`src/design/hpt_pkg.sv`:
```
// package: register offsets, field layouts and decode constants for harvester path control
package hpt_pkg;

  localparam logic [7:0] PATH_CONFIG_ADDR   = 8'h18;
  localparam logic [7:0] THERMAL_CFG_ADDR   = 8'h17;
  localparam logic [7:0] PATH_CONFIG_RESET  = 8'h00;
  localparam logic [7:0] THERMAL_CFG_RESET  = 8'h00;

  localparam int PATH_SEL_MSB   = 7;
  localparam int PATH_SEL_LSB   = 6;
  localparam int RECHG_MSB      = 5;
  localparam int RECHG_LSB      = 4;
  localparam int REG_THR_MSB    = 3;
  localparam int REG_THR_LSB    = 0;
  localparam int THERM_SEL_MSB  = 7;
  localparam int THERM_SEL_LSB  = 6;
  localparam int THERM_LOW_MSB  = 4;

  // voltages in millivolts, 13 bits hold up to 8191 mV
  localparam logic [12:0] REG_THR_BASE_MV = 13'h0FD2;
  localparam logic [12:0] REG_THR_STEP_MV = 13'h0032;
  localparam logic [12:0] RECHG_BASE_MV   = 13'h0046;
  localparam logic [12:0] RECHG_STEP_MV   = 13'h0032;
  localparam logic [3:0]  REG_THR_MAX     = 4'hB;

  typedef enum logic [1:0] {
    HPT_PATH_DIRECT = 2'b00,
    HPT_PATH_AUTO   = 2'b01,
    HPT_PATH_DIODE  = 2'b10,
    HPT_PATH_RSVD   = 2'b11
  } hpt_path_t;

  typedef enum logic [1:0] {
    HPT_THERM_OFF   = 2'b00,
    HPT_THERM_CR    = 2'b01,
    HPT_THERM_RW    = 2'b10,
    HPT_THERM_CRW   = 2'b11
  } hpt_therm_t;

  // temperature zone codes seen on the zone input
  typedef enum logic [1:0] {
    HPT_ZONE_COOL = 2'b00,
    HPT_ZONE_ROOM = 2'b01,
    HPT_ZONE_WARM = 2'b10,
    HPT_ZONE_OUT  = 2'b11
  } hpt_zone_t;

endpackage

```
`src/design/hpt_cfg_if.sv`:
```
// interface: decoded configuration carried from the register bank to the path decider
`timescale 1ns/100ps
interface hpt_cfg_if;
  logic [1:0]  path_sel;
  logic [12:0] thr_mv;
  logic [12:0] rechg_mv;
  logic        thr_valid;
  modport bank    (output path_sel, output thr_mv, output rechg_mv, output thr_valid);
  modport decider (input path_sel, input thr_mv, input rechg_mv, input thr_valid);
endinterface

```
`src/design/hpt_path_decider.sv`:
```
// module: battery-system switch mode decision with recharge hysteresis
`timescale 1ns/100ps
module hpt_path_decider (
  input  wire logic        ref_clk_i,
  input  wire logic        nrst_i,
  hpt_cfg_if.decider       cfg,
  input  wire logic        charger_input_i,
  input  wire logic        harvest_interaction_enable_i,
  input  wire logic [12:0] battery_mv_i,
  output logic             diode_mode_o,
  output logic             charger_owns_o
);

  typedef struct packed {
    logic diode;
    logic own;
  } hpt_dec_state_t;

  hpt_dec_state_t st;
  hpt_dec_state_t next_st;
  logic [12:0]    low_mv;

  always_comb begin
    next_st = st;
    low_mv  = (cfg.thr_mv > cfg.rechg_mv) ? 13'(cfg.thr_mv - cfg.rechg_mv) : 13'h0000;
    next_st.own = 1'b0;
    if (charger_input_i) begin
      next_st.own   = 1'b1;
      next_st.diode = 1'b0;
    end else if (!harvest_interaction_enable_i) begin
      next_st.diode = 1'b0;
    end else begin
      case (cfg.path_sel)
        2'b00: begin
          next_st.diode = 1'b0;
        end
        2'b01: begin
          if (!cfg.thr_valid) begin
            next_st.diode = 1'b0;
          end else if (!st.diode) begin
            next_st.diode = (battery_mv_i > cfg.thr_mv);
          end else begin
            next_st.diode = !(battery_mv_i < low_mv);
          end
        end
        2'b10: begin
          next_st.diode = 1'b1;
        end
        // reserved code keeps the safe direct path
        default: begin
          next_st.diode = 1'b0;
        end
      endcase
    end
  end

  always_ff @(posedge ref_clk_i or negedge nrst_i) begin
    if (!nrst_i) begin
      st <= '0;
    end else begin
      st <= next_st;
    end
  end

  assign diode_mode_o   = st.diode;
  assign charger_owns_o = st.own;

endmodule

```
`src/design/hpt_top.sv`:
```
// module: harvester path threshold control register bank and decision top
//
// Summary of operation
// - path field acts only without charger input and with harvesting enabled.
// - harvesting disabled and no charger input: switch fully on, direct path.
// - charger input present: charger owns switch, path field ignored.
// - code 00 forces direct path regardless of battery voltage.
// - code 01: direct below threshold, ideal diode above it.
// - after entering ideal diode, recharge offset hysteresis applies to threshold.
// - code 10 forces ideal diode; code 11 reserved.
// - recharge offset codes mean threshold minus 70, 120, 170, 220 mV.
// - threshold 4.05 V plus 50 mV steps to 4.60 V; 1100-1111 reserved.
// - thermal field picks zones where monitoring allows harvesting; 00 off.
`timescale 1ns/100ps
module hpt_top (
  input  wire logic        ref_clk_i,
  input  wire logic        nrst_i,
  input  wire logic [7:0]  reg_addr_i,
  input  wire logic        reg_wr_i,
  input  wire logic [7:0]  reg_wdata_i,
  output logic      [7:0]  reg_rdata_o,
  input  wire logic        charger_input_i,
  input  wire logic        harvest_interaction_enable_i,
  input  wire logic [12:0] battery_mv_i,
  input  wire logic [1:0]  temp_zone_i,
  output logic             battery_system_switch_on_o,
  output logic             battery_system_diode_o,
  output logic             charger_owns_switch_o,
  output logic      [12:0] harvest_threshold_mv_o,
  output logic      [12:0] harvest_recharge_mv_o,
  output logic             harvest_charge_allow_o
);

  typedef struct packed {
    logic [7:0] path_cfg;
    logic [7:0] therm_cfg;
    logic [7:0] rdata;
    logic       allow;
  } hpt_top_state_t;

  hpt_top_state_t st;
  hpt_top_state_t next_st;
  hpt_cfg_if      cfg_bus ();
  logic [3:0]     thr_code;
  logic [1:0]     rechg_code;
  logic [1:0]     therm_sel;
  logic           zone_ok;
  logic           diode_mode;

  ////////////////////////////////////////////////////////////////////////////
  // field decode
  assign thr_code   = st.path_cfg[hpt_pkg::REG_THR_MSB:hpt_pkg::REG_THR_LSB];
  assign rechg_code = st.path_cfg[hpt_pkg::RECHG_MSB:hpt_pkg::RECHG_LSB];
  assign therm_sel  = st.therm_cfg[hpt_pkg::THERM_SEL_MSB:hpt_pkg::THERM_SEL_LSB];

  assign cfg_bus.path_sel  = st.path_cfg[hpt_pkg::PATH_SEL_MSB:hpt_pkg::PATH_SEL_LSB];
  assign cfg_bus.thr_mv    = 13'(hpt_pkg::REG_THR_BASE_MV + 13'(thr_code) * hpt_pkg::REG_THR_STEP_MV);
  // reserved threshold codes disable automatic diode entry rather than guess a level
  assign cfg_bus.thr_valid = (thr_code <= hpt_pkg::REG_THR_MAX);
  assign cfg_bus.rechg_mv  = 13'(hpt_pkg::RECHG_BASE_MV + 13'(rechg_code) * hpt_pkg::RECHG_STEP_MV);

  always_comb begin
    case (therm_sel)
      2'b00:   zone_ok = 1'b1;
      2'b01:   zone_ok = (temp_zone_i == hpt_pkg::HPT_ZONE_COOL) || (temp_zone_i == hpt_pkg::HPT_ZONE_ROOM);
      2'b10:   zone_ok = (temp_zone_i == hpt_pkg::HPT_ZONE_ROOM) || (temp_zone_i == hpt_pkg::HPT_ZONE_WARM);
      2'b11:   zone_ok = (temp_zone_i != hpt_pkg::HPT_ZONE_OUT);
      default: zone_ok = 1'b0;
    endcase
  end

  ////////////////////////////////////////////////////////////////////////////
  // register bank
  always_comb begin
    next_st = st;
    if (reg_wr_i && reg_addr_i == hpt_pkg::PATH_CONFIG_ADDR) begin
      next_st.path_cfg = reg_wdata_i;
    end
    if (reg_wr_i && reg_addr_i == hpt_pkg::THERMAL_CFG_ADDR) begin
      next_st.therm_cfg = reg_wdata_i;
    end
    // unmapped addresses read as zero
    case (reg_addr_i)
      hpt_pkg::PATH_CONFIG_ADDR: next_st.rdata = st.path_cfg;
      hpt_pkg::THERMAL_CFG_ADDR: next_st.rdata = st.therm_cfg;
      default:                   next_st.rdata = 8'h00;
    endcase
    // monitoring only gates harvesting while harvesting is enabled and charger is absent
    next_st.allow = harvest_interaction_enable_i && !charger_input_i && zone_ok;
  end

  always_ff @(posedge ref_clk_i or negedge nrst_i) begin
    if (!nrst_i) begin
      st.path_cfg  <= hpt_pkg::PATH_CONFIG_RESET;
      st.therm_cfg <= hpt_pkg::THERMAL_CFG_RESET;
      st.rdata     <= 8'h00;
      st.allow     <= 1'b0;
    end else begin
      st <= next_st;
    end
  end

  ////////////////////////////////////////////////////////////////////////////
  // path decision
  hpt_path_decider u_dec (
    .ref_clk_i                    (ref_clk_i),
    .nrst_i                       (nrst_i),
    .cfg                          (cfg_bus),
    .charger_input_i              (charger_input_i),
    .harvest_interaction_enable_i (harvest_interaction_enable_i),
    .battery_mv_i                 (battery_mv_i),
    .diode_mode_o                 (diode_mode),
    .charger_owns_o               (charger_owns_switch_o)
  );

  assign reg_rdata_o                = st.rdata;
  assign battery_system_diode_o     = diode_mode;
  assign battery_system_switch_on_o = !diode_mode && !charger_owns_switch_o;
  assign harvest_threshold_mv_o     = cfg_bus.thr_mv;
  assign harvest_recharge_mv_o      = 13'(cfg_bus.thr_mv - cfg_bus.rechg_mv);
  assign harvest_charge_allow_o     = st.allow;

endmodule

```
`config.mk`:
```
export PLATFORM = sky130hd
export DESIGN_NAME = hpt_top
export DESIGN_NICKNAME = d
export VERILOG_FILES = /design/src/design/hpt_pkg.sv /design/src/design/hpt_cfg_if.sv /design/src/design/hpt_path_decider.sv /design/src/design/hpt_top.sv
export SDC_FILE = /design/constraint.sdc
export NUM_CORES = 1
export LEC_CHECK = 0
export ABC_AREA = 0
export ABC_CLOCK_PERIOD_IN_PS = 5290
export BUFFER_PORTS_ARGS = -buffer_cell sky130_fd_sc_hd__buf_2
export CELL_PAD_IN_SITES_DETAIL_PLACEMENT = 0
export CELL_PAD_IN_SITES_GLOBAL_PLACEMENT = 1
export CORE_MARGIN = 2
export CORE_UTILIZATION = 42
export CTS_BUF_LIST = sky130_fd_sc_hd__clkbuf_8 sky130_fd_sc_hd__clkbuf_16
export CTS_CLUSTER_DIAMETER = 120
export DETAILED_ROUTE_END_ITERATION = 8
export PLACE_DENSITY = 0.82
export SLEW_MARGIN = 20
export SYNTH_ARGS = -nofsm -noshare
export SYNTH_HDL_FRONTEND = slang
export SYNTH_HIERARCHICAL = 1
export SYNTH_SLANG_ARGS = --single-unit
```
`constraint.sdc`:
```
create_clock -name ref_clk_i -period 5.29 [get_ports ref_clk_i]
set_input_delay 1.058 -clock ref_clk_i [delete_from_list [all_inputs] [get_ports ref_clk_i]]
set_output_delay 1.058 -clock ref_clk_i [all_outputs]
set_load 0.005 [all_outputs]
```
==> reports/qor.log <==
qor: clock_network.cts_tree done
qor: drt.dr.pass1.iters 4
qor: synthesis.post_synth_num_cell_types 53
qor: synthesis.synth_seq_area_share 19.93%
qor: synthesis.postSynthCellCount 390
qor: power_and_ir_drop.power_density 241.7 mW/mm2
qor: worst_hold_path.worst_hold_path_type flip-flop to flip-flop
qor: critical_path.crit_type flip-flop to output port
qor: critical_path.worstPathMaxFanout 7
qor: synthesis.synth-edff-count 0
qor: clock_network.cts-buffers-inserted 3
qor: critical_path.sort_of_element_at_the_start_of_the_critical_path flip-flop
qor: critical_path.setup.worst_path.end_class output port
qor: critical_path.rrSetupSlack 350 ps
qor: critical_path.critical-path-top-delay-family adder cells
qor: drt.totalWireLength 8.402 mm
qor: run.cap_viol_max_count 0
qor: power_and_ir_drop.p_int 0.0005455 W
qor: synthesis.synth_top_cells_by_area sky130_fd_sc_hd__ha_1 24%, sky130_fd_sc_hd__dfrtp_1 20%, sky130_fd_sc_hd__inv_1 5.3%, sky130_fd_sc_hd__a21oi_1 4.3%, sky130_fd_sc_hd__xnor2_1 4.1%
qor: synthesis.post-synth-top-area-cell sky130_fd_sc_hd__ha_1
qor: clock_network.cts_sinks 27
qor: synthesis.synth_area 0.003390 mm2
qor: status.run_status complete, no violations
qor: global_routing.antenna_found_initial 0
qor: sta.relSlewSlack 43.19%
qor: final_layout.syn2layout_area_growth 16.76%
qor: sta.fmax 0.1985 GHz
qor: critical_path.cp.depth 13
qor: clock_network.worst_setup_hold_path_clk_slew 90 ps
qor: clock_network.cts-root-to-sink-buffers 2
qor: floorplanning.die_area 0.008805 mm2
qor: synthesis.ys_dominant_reg_cell sky130_fd_sc_hd__dfrtp_1
qor: sta.final-max-slew-violation-count 0
qor: global_routing.number_of_global_route_vias_before_repair 2833
qor: sta.hold_violations 0
qor: power_and_ir_drop.post-layout-total-power 0.0009565 W
qor: sta.final_min_period_over_clock_period 95.23%
qor: sta.final.setup_skew 1.893 ps
qor: sta.layout_min_cycle_time 5037 ps
qor: worst_hold_path.min_from st[13]
qor: floorplanning.die_y 93.84 um
qor: critical_path.slowest_stage sky130_fd_sc_hd__dfrtp_2
qor: critical_path.critical_path_buf_inv_count 1
qor: sta.rsz0062_at_grt false
qor: clock_network.cts_htree_levels 1
qor: final_layout.insertedDiodeCount 0
qor: power_and_ir_drop.power_frac_comb 64.8%
qor: power_and_ir_drop.power.switching_fraction 42.97%
qor: floorplanning.num_io_pins 74
qor: final_layout.final_layout_size_suffix_gt1_share 25.00%
qor: critical_path.path_common_cell sky130_fd_sc_hd__ha_1
qor: drt.drtAntennaViolNets 0
qor: global_routing.grt.overflow.total 0
qor: final_layout.nets 568
qor: power_and_ir_drop.p_seq_share 23.0%
qor: synthesis.yosys_warnings 6
qor: sta.final_number_of_setup_violating_endpoints 0
qor: drt.routed_wire_length_per_instance 14.84 um
qor: worst_hold_path.worst_hold_path.endpoint reg_rdata_o[4]
qor: critical_path.critical_path.reg2reg.startpoint st[17]
qor: synthesis.avgSynthCellArea 8.691 um2
qor: power_and_ir_drop.worst_ir_drop_vdd 0.1193 mV
qor: floorplanning.floorplan.die.width 93.84 um
qor: synthesis.yosysTopAreaCellShare 23.62%
qor: placed_design.dp_slack 26.88 ps
qor: critical_path.cp_data_arrival_time 3980 ps
qor: clock_network.worst_skew_pair.late_latency 270 ps
qor: sta.fin_ws 252.5 ps
qor: drt.post_drt_via_cell_ratio 5.219
qor: clock_network.cts.root.buffer_cell sky130_fd_sc_hd__clkbuf_8
qor: placed_design.placement.io_buffers 71
qor: power_and_ir_drop.clock_group_share_of_total_power 12.2%
qor: floorplanning.standard_cell_rows 32
qor: floorplanning.effective_utilization_at_floorplan 43.64%
qor: worst_hold_path.hold_depth 1
qor: placed_design.final_hpwl_dp 7.206 mm
qor: global_routing.grt_max_degree 28
qor: sta.holdWs 499.6 ps
qor: floorplanning.core_area 0.007767 mm2
qor: sta.tightest_slew 845.1 ps
qor: critical_path.worst_r2r_path_depth 19
qor: critical_path.required_time_worst_endpoint 4230 ps
qor: power_and_ir_drop.p_leak 2.070 nW
qor: drt.initialDrtViolationCount 76
qor: critical_path.maximum_single_stage_delay_on_the_critical_path 460 ps
qor: global_routing.track_usage 18.74%
qor: power_and_ir_drop.switching_power 0.0004110 W
qor: sta.fin_setup_tns 0 ps
qor: placed_design.finalWeightedCongestion 0.8825
qor: critical_path.worst_r2r_endpoint u_dec/diode_mode_o
qor: synthesis.asyncSetResetFlopFracSynth 100.0%
qor: synthesis.number_of_synthesized_register_bits 27
qor: drt.vias 2954
qor: global_routing.wire_length_of_the_first_global_routing_pass 13.26 mm
qor: drt.drc 0
qor: critical_path.critical_path.cell_chain ha_2 -> ha_1 -> fa_1 -> xnor2_2 -> and3b_2 -> xnor2_4 -> ha_1 -> and3_1 -> a221o_1 -> a31oi_2 -> a21oi_1 -> o21ai_0 -> buf_2
qor: clock_network.cts_hold_buf 0
per-layer routing:
metal / track usage, % / routed length (um) / up-vias
li1: - / - / 1517
met2: 32.68 / 4072 / 55
met5: 0 / 0 / -
met3: 2.568 / 277 / 2
met1: 25.81 / 4031 / 1380
met4: 1.208 / 21 / 0
through the flow:
stage          area, um2  util (%)  cells
6_report            3958     50.95    566
3_3_place_gp        3842     49.47    561
4_1_cts             3904     50.26    565
2_1_floorplan       3420         -    398
5_1_grt             3958     50.95    566
3_5_place_dp        3842     49.47    561
synthesized netlist by cell type, types with 2 or more instances:
library cell,n
sky130_fd_sc_hd__a2111oi_0,2
sky130_fd_sc_hd__a211o_1,2
sky130_fd_sc_hd__a211oi_1,5
sky130_fd_sc_hd__a21o_1,7
sky130_fd_sc_hd__a21oi_1,29
sky130_fd_sc_hd__a221o_1,2
sky130_fd_sc_hd__a22o_1,8
sky130_fd_sc_hd__a31oi_1,2
sky130_fd_sc_hd__and3_1,5
sky130_fd_sc_hd__buf_4,11
sky130_fd_sc_hd__clkbuf_1,5
sky130_fd_sc_hd__dfrtp_1,27
sky130_fd_sc_hd__fa_1,3
sky130_fd_sc_hd__ha_1,64
sky130_fd_sc_hd__inv_1,48
sky130_fd_sc_hd__mux2_2,8
sky130_fd_sc_hd__mux2_4,8
sky130_fd_sc_hd__nand2_1,19
sky130_fd_sc_hd__nand2b_1,7
sky130_fd_sc_hd__nand3_1,9
sky130_fd_sc_hd__nand4_1,6
sky130_fd_sc_hd__nand4b_1,2
sky130_fd_sc_hd__nor2_1,23
sky130_fd_sc_hd__nor2b_1,5
sky130_fd_sc_hd__nor3_1,2
sky130_fd_sc_hd__nor3b_1,4
sky130_fd_sc_hd__o21a_1,4
sky130_fd_sc_hd__o21ai_0,21
sky130_fd_sc_hd__o31ai_1,3
sky130_fd_sc_hd__or2_2,2
sky130_fd_sc_hd__or3_1,2
sky130_fd_sc_hd__xnor2_1,16
sky130_fd_sc_hd__xor2_1,9
worst register-to-register path, stage by stage, from the launching register on:
cell	delay, ps
sky130_fd_sc_hd__dfrtp_2	460
sky130_fd_sc_hd__ha_2	350
sky130_fd_sc_hd__ha_1	240
sky130_fd_sc_hd__fa_1	490
sky130_fd_sc_hd__a21oi_1	300
sky130_fd_sc_hd__and3_1	300
sky130_fd_sc_hd__xnor2_1	160
sky130_fd_sc_hd__buf_4	190
sky130_fd_sc_hd__ha_1	440
sky130_fd_sc_hd__nand4_1	200
sky130_fd_sc_hd__o21bai_1	200
sky130_fd_sc_hd__a21oi_1	200
sky130_fd_sc_hd__buf_4	190
sky130_fd_sc_hd__nand2_1	90
sky130_fd_sc_hd__ha_1	310
sky130_fd_sc_hd__a21o_1	180
sky130_fd_sc_hd__a21oi_1	140
sky130_fd_sc_hd__o21ai_0	150
sky130_fd_sc_hd__a21oi_1	180
sky130_fd_sc_hd__a21oi_1	80
cell families (layout without fill, tap and decap cells):
family | after synthesis | after routing | synth area share, %
and+or+nand+nor | 95 | 95 | 15.25
AOI/OAI and AO/OA | 94 | 94 | 18.01
adders and majority gates | 67 | 67 | 25.40
buffers and inverters | 65 | 131 | 8.638
DFF | 27 | 27 | 19.93
xor gates and xnor gates | 25 | 25 | 6.460
muxes | 16 | 16 | 6.202
other | 1 | 9 | 0.1106
area by class of cell:
| cell class | count | area, um2 |
|---|---|---|
| Clock inverter | 1 | 5.005 |
| Inverter | 48 | 180.2 |
| Tap cell | 102 | 127.6 |
| Sequential cell | 27 | 676.9 |
| Timing Repair Buffer | 79 | 415.4 |
| Multi-Input combinational cell | 306 | 2511 |
| Clock buffer | 3 | 41.29 |
| Fill cell | 760 | 3810 |
what timing repair did:
action | 4_1_cts | 5_1_grt
endpoints found under the setup margin | 1 | 4
endpoints found under the hold margin | 0 | 0
buffers inserted | 0 | 1
gates resized for setup | 3 | 9
pin swaps | 0 | 1
flip-flops by register name (all words and copies together), names as in the netlist:
register / flops
rechg_code: 2
reg_rdata_o: 8
st: 12
u_dec/diode_mode_o: 1
harvest_charge_allow_o: 1
u_dec/charger_owns_o: 1
cfg_bus.path_sel: 2
how the worst max path moves through the flow:
stage | to | from | slack, ps
global placement | u_dec/diode_mode_o | st[17] | 110
floorplan | harvest_recharge_mv_o[11] | st[17] | 670
finish | harvest_recharge_mv_o[11] | st[17] | 250
global route | u_dec/diode_mode_o | st[17] | 70
detailed placement | u_dec/diode_mode_o | st[17] | 30
CTS | harvest_recharge_mv_o[11] | st[17] | 50
power by group through the flow:
stage | sequential [W] | clock (W) | combinational (W)
after floorplan | 0.000222 | 0 | 0.000418
after CTS | 0.000220 | 0.000120 | 0.000612
final | 0.000220 | 0.000116 | 0.000620
after detailed placement | 0.000225 | 0 | 0.000606
after global routing | 0.000222 | 0.000130 | 0.000701
after global placement | 0.000224 | 0 | 0.000598
layout by cell type, fill, tap and decap left out, drive strengths merged, types with 6 or more instances in the layout:
cell type and count:
conb 9, nand2b 7, mux2 16, ha 64, a21oi 29, nor2b 6
inv 48, nand4 6, buf 79, a21o 7, xor2 9, o21ai 21
dfrtp 27, a22o 8, nor2 23, nand2 19, xnor2 16, nand3 9
Power figures use the tool's default switching activity.
